## config.mk

```make
export PLATFORM = sky130hd
export DESIGN_NAME = dcis_top
export DESIGN_NICKNAME = d
export VERILOG_FILES = /design/src/dcis_cnt_pair.sv /design/src/dcis_top.sv
export SDC_FILE = /design/constraint.sdc
export NUM_CORES = 2
export LEC_CHECK = 0
export BUFFER_PORTS_ARGS = -buffer_cell sky130_fd_sc_hd__buf_2
export CORE_UTILIZATION = 60
export DETAILED_ROUTE_END_ITERATION = 8
export HOLD_SLACK_MARGIN = 0.1
export PLACE_DENSITY_LB_ADDON = 0.08
export SLEW_MARGIN = 0
export SYNTH_ARGS = -nofsm -noshare
export SYNTH_HDL_FRONTEND = slang
export SYNTH_SLANG_ARGS = --single-unit
```

## constraint.sdc

```tcl
create_clock -name I_CORE_CLK -period 9.7 [get_ports I_CORE_CLK]
set_input_delay 1.94 -clock I_CORE_CLK [delete_from_list [all_inputs] [get_ports I_CORE_CLK]]
set_output_delay 1.94 -clock I_CORE_CLK [all_outputs]
set_load 0.01 [all_outputs]
```

## src/dcis_cnt_pair.sv

```systemverilog
/*
  shared constants of the integration scaler, and one pair of
  32-bit pulse counters (signal count and reference count).
  assumes pulse edges and clear arrive synchronous to the core clock.
*/
`timescale 1ns/10ps

package dcis_pkg;
  // data widths
  localparam int DCIS_WORD_W = 32;
  localparam int DCIS_QUAD_W = 34;
  localparam int DCIS_DIFF_W = 35;
  localparam int DCIS_COEF_W = 14;
  localparam int DCIS_PROD_W = 50;
  // converter full-scale options and gain settings
  localparam int DCIS_NUM_FS = 3;
  localparam int DCIS_NUM_GAIN = 10;
  localparam int DCIS_NUM_COEF = 30;
  localparam int DCIS_FS_HZ [0:2] = '{100000, 500000, 1000000};
  localparam int DCIS_VFC_DIV = 10;
  localparam int DCIS_GAIN_VAL [0:9] =
    '{1, 2, 5, 10, 20, 50, 100, 200, 500, 1000};
  // arithmetic scaling
  localparam int DCIS_QUAD_MUL = 4;
  localparam int DCIS_UNIT_SCALE = 100000000;
  localparam int DCIS_COEF_FRAC = 2;
  // triggers closer than this many cycles lose the capture
  localparam int DCIS_MIN_TRIG_GAP_CYC = 3;
  // reset values
  localparam logic [31:0] DCIS_CNT_RST = 32'h0000_0000;
  localparam logic [31:0] DCIS_RES_RST = 32'h0000_0000;

  typedef enum logic [2:0] {
    DCIS_ST_IDLE = 3'h1,
    DCIS_ST_SUB = 3'h2,
    DCIS_ST_SCALE = 3'h4
  } dcis_state_t;

  typedef logic [13:0] dcis_coef_tab_t [0:29];

  // coefficient held times four, so every entry is a whole number
  function automatic dcis_coef_tab_t dcis_build_tab();
    dcis_coef_tab_t tab;
    int c;
    for (int f = 0; f < DCIS_NUM_FS; f++) begin
      c = DCIS_FS_HZ[f] / DCIS_VFC_DIV;
      for (int g = 0; g < DCIS_NUM_GAIN; g++) begin
        tab[f * DCIS_NUM_GAIN + g] = 14'((DCIS_UNIT_SCALE *
          (2 ** DCIS_COEF_FRAC)) / (DCIS_QUAD_MUL * c * DCIS_GAIN_VAL[g]));
      end
    end
    return tab;
  endfunction

  localparam dcis_coef_tab_t DCIS_COEF_TAB = dcis_build_tab();
endpackage

////////////////////////////////////////////////////////////////////////

module dcis_cnt_pair (
  // clock and reset
  input wire logic i_clk,
  input wire logic i_rst,
  // control
  input wire logic i_count_en,
  input wire logic i_clear,
  // pulse edges
  input wire logic i_sig_edge,
  input wire logic i_ref_edge,
  // counts
  output logic [31:0] o_sig_cnt,
  output logic [31:0] o_ref_cnt
);
  typedef struct packed {
    logic [31:0] sig;
    logic [31:0] refc;
  } dcis_pair_st_t;

  dcis_pair_st_t st_r;
  dcis_pair_st_t st_nxt;

  // clear, or count both trains together while active
  always_comb begin
    st_nxt = st_r;
    if (i_clear) begin
      st_nxt.sig = dcis_pkg::DCIS_CNT_RST;
      st_nxt.refc = dcis_pkg::DCIS_CNT_RST;
    end else if (i_count_en) begin
      if (i_sig_edge) begin
        st_nxt.sig = st_r.sig + 32'h0000_0001;
      end
      if (i_ref_edge) begin
        st_nxt.refc = st_r.refc + 32'h0000_0001;
      end
    end
  end

  // state register
  always_ff @(posedge i_clk or posedge i_rst) begin
    if (i_rst) begin
      st_r <= '0;
    end else begin
      st_r <= st_nxt;
    end
  end

  assign o_sig_cnt = st_r.sig;
  assign o_ref_cnt = st_r.refc;
endmodule

```

## src/dcis_top.sv

```systemverilog
/*
  dual counter integration scaler: two alternating counter pairs, the
  quadruple-and-subtract step and the coefficient scaling into a
  one-word result store.
  assumes all inputs synchronous to I_CORE_CLK and triggers at least
  a few cycles apart; pulse inputs are levels whose rising edges count.
*/
`timescale 1ns/10ps

// Overview of operation
// - results are signed 32-bit integers in units of 1e-8 volt-seconds
// - full-scale is 100 kHz, 500 kHz or 1 MHz, given by a code
// - active pair counts signal and reference trains together
// - each trigger swaps pairs and hands finished counts to arithmetic unless it is busy
// - first step multiplies the signal count by four
// - second step subtracts reference count and stores the difference
// - third step multiplies difference by 1e8 over 4 times C times G
// - thirty fixed coefficients chosen by converter constant and gain
// - scaled result is held until the host takes it
// - converter constant equals full-scale divided by ten
// - counts, gain and full-scale code are taken before each result
// - counters are 32 bits; signal signed, reference unsigned
// - idle pair is cleared after its counts are taken
module dcis_top (
  // clock and reset
  input wire logic I_CORE_CLK,
  input wire logic I_SYS_RST,
  // converter pulse trains and trigger
  input wire logic I_SIG_PULSE,
  input wire logic I_REF_PULSE,
  input wire logic I_TRIGGER,
  // measuring configuration
  input wire logic [1:0] I_FS_CODE,
  input wire logic [3:0] I_GAIN_CODE,
  // host side
  input wire logic I_RES_ACK,
  input wire logic I_OVR_CLR,
  output logic [31:0] O_RESULT,
  output logic O_RESULT_VALID,
  output logic O_ACTIVE_PAIR,
  output logic O_BUSY,
  output logic O_OVERRUN
);
  typedef struct packed {
    logic active;
    logic trig_prev;
    logic sig_prev;
    logic ref_prev;
    logic trig_d;
    logic clr;
    dcis_pkg::dcis_state_t st;
    logic [33:0] quad;
    logic [31:0] refc;
    logic [34:0] diff;
    logic [3:0] gain;
    logic [1:0] fs;
    logic [31:0] result;
    logic valid;
    logic busy;
    logic overrun;
  } dcis_top_st_t;

  dcis_top_st_t st_r;
  dcis_top_st_t st_nxt;

  logic trig_rise;
  logic sig_rise;
  logic ref_rise;
  logic [31:0] a_sig;
  logic [31:0] a_ref;
  logic [31:0] b_sig;
  logic [31:0] b_ref;
  logic [31:0] idle_sig;
  logic [31:0] idle_ref;
  logic [13:0] coef_w;
  logic [34:0] quad_ext;
  logic [34:0] ref_ext;
  logic signed [49:0] prod_w;
  logic signed [49:0] adj_w;
  logic [31:0] scaled_w;
  logic store_w;

  ////////////////////////////////////////////////////////////////////
  // coefficient lookup by full-scale code and gain code

  function automatic logic [13:0] dcis_coef(input logic [1:0] fs,
                                            input logic [3:0] gain);
    int idx;
    idx = int'(fs) * dcis_pkg::DCIS_NUM_GAIN + int'(gain);
    if ((int'(fs) < dcis_pkg::DCIS_NUM_FS) &&
        (int'(gain) < dcis_pkg::DCIS_NUM_GAIN)) begin
      return dcis_pkg::DCIS_COEF_TAB[idx];
    end
    return 14'h0000;
  endfunction

  ////////////////////////////////////////////////////////////////////
  // edge detection and counter pairs

  assign trig_rise = I_TRIGGER & ~st_r.trig_prev;
  assign sig_rise = I_SIG_PULSE & ~st_r.sig_prev;
  assign ref_rise = I_REF_PULSE & ~st_r.ref_prev;

  // pair a counts while active is low, pair b while it is high
  dcis_cnt_pair u_pair_a (
    .i_clk(I_CORE_CLK),
    .i_rst(I_SYS_RST),
    .i_count_en(~st_r.active),
    .i_clear(st_r.clr & st_r.active),
    .i_sig_edge(sig_rise),
    .i_ref_edge(ref_rise),
    .o_sig_cnt(a_sig),
    .o_ref_cnt(a_ref)
  );

  dcis_cnt_pair u_pair_b (
    .i_clk(I_CORE_CLK),
    .i_rst(I_SYS_RST),
    .i_count_en(st_r.active),
    .i_clear(st_r.clr & ~st_r.active),
    .i_sig_edge(sig_rise),
    .i_ref_edge(ref_rise),
    .o_sig_cnt(b_sig),
    .o_ref_cnt(b_ref)
  );

  // the pair that is not counting
  assign idle_sig = st_r.active ? a_sig : b_sig;
  assign idle_ref = st_r.active ? a_ref : b_ref;

  ////////////////////////////////////////////////////////////////////
  // arithmetic

  assign quad_ext = {st_r.quad[33], st_r.quad};
  assign ref_ext = {3'h0, st_r.refc};
  assign coef_w = dcis_coef(st_r.fs, st_r.gain);
  assign prod_w = 50'($signed(st_r.diff)) * 50'($signed({1'b0, coef_w}));
  // round toward zero before dropping the two fraction bits
  assign adj_w = prod_w + (prod_w[49] ? 50'sh3 : 50'sh0);
  assign scaled_w = adj_w[33:2];
  assign store_w = (st_r.st == dcis_pkg::DCIS_ST_SCALE) &&
                   (!st_r.valid || I_RES_ACK);

  ////////////////////////////////////////////////////////////////////
  // next state

  always_comb begin
    st_nxt = st_r;
    st_nxt.trig_prev = I_TRIGGER;
    st_nxt.sig_prev = I_SIG_PULSE;
    st_nxt.ref_prev = I_REF_PULSE;
    st_nxt.trig_d = trig_rise;
    // idle pair cleared one cycle after its counts are taken
    st_nxt.clr = st_r.trig_d;
    if (trig_rise) begin
      st_nxt.active = ~st_r.active;
    end
    if (I_RES_ACK) begin
      st_nxt.valid = 1'b0;
    end
    if (I_OVR_CLR) begin
      st_nxt.overrun = 1'b0;
    end
    unique case (st_r.st)
      dcis_pkg::DCIS_ST_IDLE: begin
        if (st_r.trig_d) begin
          st_nxt.quad = {idle_sig, 2'b00};
          st_nxt.refc = idle_ref;
          st_nxt.gain = I_GAIN_CODE;
          st_nxt.fs = I_FS_CODE;
          st_nxt.st = dcis_pkg::DCIS_ST_SUB;
        end
      end
      dcis_pkg::DCIS_ST_SUB: begin
        st_nxt.diff = quad_ext - ref_ext;
        st_nxt.st = dcis_pkg::DCIS_ST_SCALE;
      end
      dcis_pkg::DCIS_ST_SCALE: begin
        // waits here while the previous result is still unread
        if (store_w) begin
          st_nxt.result = scaled_w;
          st_nxt.valid = 1'b1;
          st_nxt.st = dcis_pkg::DCIS_ST_IDLE;
        end
      end
      default: begin
        st_nxt.st = dcis_pkg::DCIS_ST_IDLE;
      end
    endcase
    // a capture missed while busy sets the sticky flag; set wins
    if (st_r.trig_d && (st_r.st != dcis_pkg::DCIS_ST_IDLE)) begin
      st_nxt.overrun = 1'b1;
    end
    st_nxt.busy = (st_nxt.st != dcis_pkg::DCIS_ST_IDLE);
  end

  // state register
  always_ff @(posedge I_CORE_CLK or posedge I_SYS_RST) begin
    if (I_SYS_RST) begin
      st_r <= '{st: dcis_pkg::DCIS_ST_IDLE,
                result: dcis_pkg::DCIS_RES_RST, default: '0};
    end else begin
      st_r <= st_nxt;
    end
  end

  // outputs straight from the state register
  assign O_RESULT = st_r.result;
  assign O_RESULT_VALID = st_r.valid;
  assign O_ACTIVE_PAIR = st_r.active;
  assign O_BUSY = st_r.busy;
  assign O_OVERRUN = st_r.overrun;

  ////////////////////////////////////////////////////////////////////
  // checks

  pair_switch_a: assert property (
    @(posedge I_CORE_CLK) disable iff (I_SYS_RST)
    trig_rise |=> (st_r.active != $past(st_r.active)))
    else $error("pair not swapped on trigger");

  capture_quad_a: assert property (
    @(posedge I_CORE_CLK) disable iff (I_SYS_RST)
    st_r.trig_d && (st_r.st == dcis_pkg::DCIS_ST_IDLE) |=>
    (st_r.st == dcis_pkg::DCIS_ST_SUB) &&
    (st_r.quad == {$past(idle_sig), 2'b00}) &&
    (st_r.refc == $past(idle_ref)))
    else $error("capture or quadruple wrong");

  sub_diff_a: assert property (
    @(posedge I_CORE_CLK) disable iff (I_SYS_RST)
    (st_r.st == dcis_pkg::DCIS_ST_SUB) |=>
    (st_r.st == dcis_pkg::DCIS_ST_SCALE) &&
    (st_r.diff == $past(quad_ext) - $past(ref_ext)))
    else $error("difference wrong");

  idle_clear_a: assert property (
    @(posedge I_CORE_CLK) disable iff (I_SYS_RST)
    st_r.trig_d && !trig_rise ##1 !trig_rise |=>
    (idle_sig == 32'h0000_0000) && (idle_ref == 32'h0000_0000))
    else $error("idle pair not cleared");

  idle_frozen_a: assert property (
    @(posedge I_CORE_CLK) disable iff (I_SYS_RST)
    !st_r.clr && !trig_rise |=>
    (idle_sig == $past(idle_sig)) && (idle_ref == $past(idle_ref)))
    else $error("idle pair moved");

  result_hold_a: assert property (
    @(posedge I_CORE_CLK) disable iff (I_SYS_RST)
    st_r.valid && !I_RES_ACK |=> st_r.valid && $stable(st_r.result))
    else $error("unread result lost");

  scale_store_a: assert property (
    @(posedge I_CORE_CLK) disable iff (I_SYS_RST)
    store_w |=> st_r.valid && (st_r.st == dcis_pkg::DCIS_ST_IDLE))
    else $error("scaled result not stored");

  coef_table_a: assert property (
    @(posedge I_CORE_CLK) disable iff (I_SYS_RST)
    (st_r.st == dcis_pkg::DCIS_ST_SCALE) && (st_r.fs < 2'h3) &&
    (st_r.gain < 4'hA) |->
    (int'(coef_w) * (dcis_pkg::DCIS_FS_HZ[st_r.fs] / 10) *
     dcis_pkg::DCIS_GAIN_VAL[st_r.gain] == dcis_pkg::DCIS_UNIT_SCALE))
    else $error("coefficient mismatch");

  overrun_a: assert property (
    @(posedge I_CORE_CLK) disable iff (I_SYS_RST)
    st_r.trig_d && (st_r.st != dcis_pkg::DCIS_ST_IDLE) |=> st_r.overrun)
    else $error("missed capture not flagged");
endmodule

```

==> run_results.csv <==
group,metric,value,unit
synthesis,syn-instance-count,3452,
route,routed_wire_length_per_instance,18.0,um
clocking,cts_buffers,31,
placed_design,place_hpwl,58.8,mm
floorplan,die_area,52800,um^2
clocking,tritoncts_num_sinks,277,
placed_design,place.gp.congestion,0.959,
critical_path,critical_path.most_common_cell,"fa_1",
synthesis,yosysSeqAreaShare,22.2,%
run,drv_cap,0,
min_path,timing.hold.worst.class,"register to register",
run_status,status,"completed",
floorplan,rows,83,
placed_design,placement.setup.worst_slack,-80.9,ps
finish,final_cell_count_no_fill,4205,
critical_path,worst_setup_path_category,"register to register",
global_routing,total_routing_usage_reported_by_global_routing,29.5,%
placed_design,post-place-cells,4122,
synthesis,synth_area,31200,um^2
global_routing,grt_pass1_wl,126,mm
route,vias_per_cell,5.61,
clocking,clk_root_buffer_cell,"clkbuf_16",
critical_path,slowest_stage,"fa_1",
sta,worst_hold_slack,415,ps
synthesis,ys_seq_elements,277,
finish,area_growth,10.7,%
critical_path,start_kind,"register",
sta,maxClockFrequency,106,MHz
sta,drv_slew,0,
synthesis,synth.distinct_cells,77,
route,drc,0,
route,dr_total_vias,23600,
critical_path,reg2reg_slack,290,ps
floorplan,die_outline_height,230,um
sta,period_share,97.0,%
sta,slew-limit-headroom,30.8,%
critical_path,r2r-end,"O_RESULT[29]",
critical_path,arrival_time_reported_for_the_critical_path_endpoint,9880,ps
clocking,clk_transition_reported_paths,60,ps
global_routing,grt_antenna_before_repair,1,
synthesis,synthesis_warning_total,0,
synthesis,ys_top_cells_by_area,"fa_1, dfrtp_1, ha_1",
synthesis,mappedNetlistNets,4068,
synthesis,synth.top_cells.by_count,"inv_1, fa_1, and2_1, nand2_1, dfrtp_1",
clocking,clk-insertion-delay-late,590,ps
critical_path,max_stage_delay,580,ps
clocking,cts_tree,"done",
finish,layout.filler_cells,4193,
global_routing,number_of_global_route_vias_before_repair,24600,
critical_path,timing.reg2reg.worst_path_depth,38,
floorplan,fp.dieW,230,um
sta,tightestPinTransition,1030,ps
synthesis,syn-mean-instance-area,9.03,um^2
sta,setup_violating_endpoint_count_in_the_final_report,0,
synthesis,yosysTopAreaCell,"fa_1",
critical_path,worst_r2r_startpoint,"st_r[38]",
global_routing,grt-ovfl-total,0,
synthesis,async_flop_share,100,%
sta,worst_slack,294,ps
critical_path,timing.critical_path.required,10170,ps
finish,layout.cell_area.non_filler,34500,um^2
critical_path,cp_max_fo,11,
sta,rsz0062_at_grt,"true",
sta,timing.clock.skew,18.8,ps
finish,antenna_cells,0,
route,initialDrtViolationCount,1304,
finish,final_net_count,4118,
floorplan,placeableCoreArea,51300,um^2
finish,fraction_of_final_layout_cells_sized_beyond_drive_strength_1,10.8,%
clocking,clockBufferDepth,3,
clocking,ctsHtreeMaxLevel,1,
synthesis,synth_largest_type_area_fraction,26.3,%
sta,timing.final.crit_period,9410,ps
route,firstDrtPassIters,5,
placed_design,io_buffers,48,
synthesis,yosysMostFrequentCell,"inv_1",
route,final_antenna_net_count,0,
synthesis,count_of_flip_flops_with_a_built_in_enable_after_synthesis,0,
min_path,hold_path_startpoint,"st_r[149]",
min_path,worstHoldPathCells,1,
synthesis,synth-main-ff-cell,"dfrtp_1",
min_path,worstHoldEndpoint,"st_nxt[145]",
floorplan,ioPinCount,49,
route,route.final.wire_length,75.8,mm
floorplan,start_util,60.7,%
sta,timing.final.hold_violations,0,
clocking,hold_buffers,0,
placed_design,postPlaceCellArea,32500,um^2
global_routing,grt_max_degree,83,
critical_path,timing.critical_path.to_type,"register",
[metrics by stage]
step / util (%) / setup TNS [ps]
floorplan: - / 0
global placement: 63.4 / 0
detailed placement: 63.4 / -301
CTS: 65.5 / 0
global route: 67.2 / -145
finish: 67.2 / 0
[layout make-up]
type	count	area, um^2	area share, %
inverters	573	2160	6.26
flip-flops and latches	277	6940	20.1
clock inverters	12	179	0.519
repair buffers	195	1560	4.52
multi-input cells	2424	21900	63.5
well taps	680	851	2.47
clock buffers	44	915	2.65
[critical path, delay by kind of cell (launching register included)]
family / cells / cell delay (ps)
flops: 1 / 360
compound gates: 7 / 1600
buf+inv: 10 / 1050
xor+xnor: 2 / 370
simple gates: 8 / 1380
mux: 1 / 110
fa+ha+maj: 10 / 4410
[cells by family after synthesis]
logic type      after synthesis  share of synthesized area (%)
fa+ha+maj                   603                           34.1
simple gates               1118                           18.3
mux                          94                           3.10
xor+xnor                     91                           2.56
flops                       277                           22.2
buf+inv                     751                           9.46
compound gates              518                           10.2
[how the worst max path moves through the flow]
stage	startpoint	end	slack [ps]
after floorplan	st_r[35]	O_RESULT[29]	100
after global placement	st_r[35]	O_RESULT[29]	80
after detailed placement	st_r[35]	O_RESULT[29]	-80
after CTS	st_r[35]	O_RESULT[7]	10
after global routing	st_r[35]	O_RESULT[28]	-70
final	st_r[38]	O_RESULT[29]	290
[layout by cell type, fill, tap and decap left out, types with 38 or more instances in the layout]
cell / netlist / routed
a21oi_1: 144 / 132
and2_1: 344 / 339
buf_2: 7 / 48
buf_4: 32 / 118
dfrtp_1: 276 / 275
fa_1: 410 / 404
ha_1: 193 / 173
inv_1: 573 / 563
mux2i_1: 83 / 83
nand2_1: 329 / 324
nand3_1: 135 / 132
nand4_1: 38 / 38
nor2_1: 145 / 137
o21ai_0: 165 / 160
o31ai_1: 39 / 39
xnor2_1: 54 / 52
[flip-flops by register name, summed over array words and instances (netlist names), 32 cells and up]
name,count
quad_ext,32
st_r,48
O_RESULT,32
u_pair_a.o_ref_cnt,32
u_pair_b.o_ref_cnt,32
u_pair_b.o_sig_cnt,32
ref_ext,32
u_pair_a.o_sig_cnt,32
[metal layers]
layer | vias up | GRT usage [%] | wire [um]
met5 | - | 0 | 0
li1 | 11100 | - | -
met1 | 11800 | 39.8 | 32800
met3 | 129 | 3.09 | 3370
met2 | 522 | 50.3 | 37100
met4 | 0 | 9.02 | 2480
[repair_timing]
action,CTS,global route
setup buffers,0,24
pin swaps,3,84
cloned,0,3
resized for setup,3,139
endpoints found under the setup margin,5,31
Power is not shown: default switching activity piles up to over one toggle a cycle in this logic, so the estimate is an artifact.
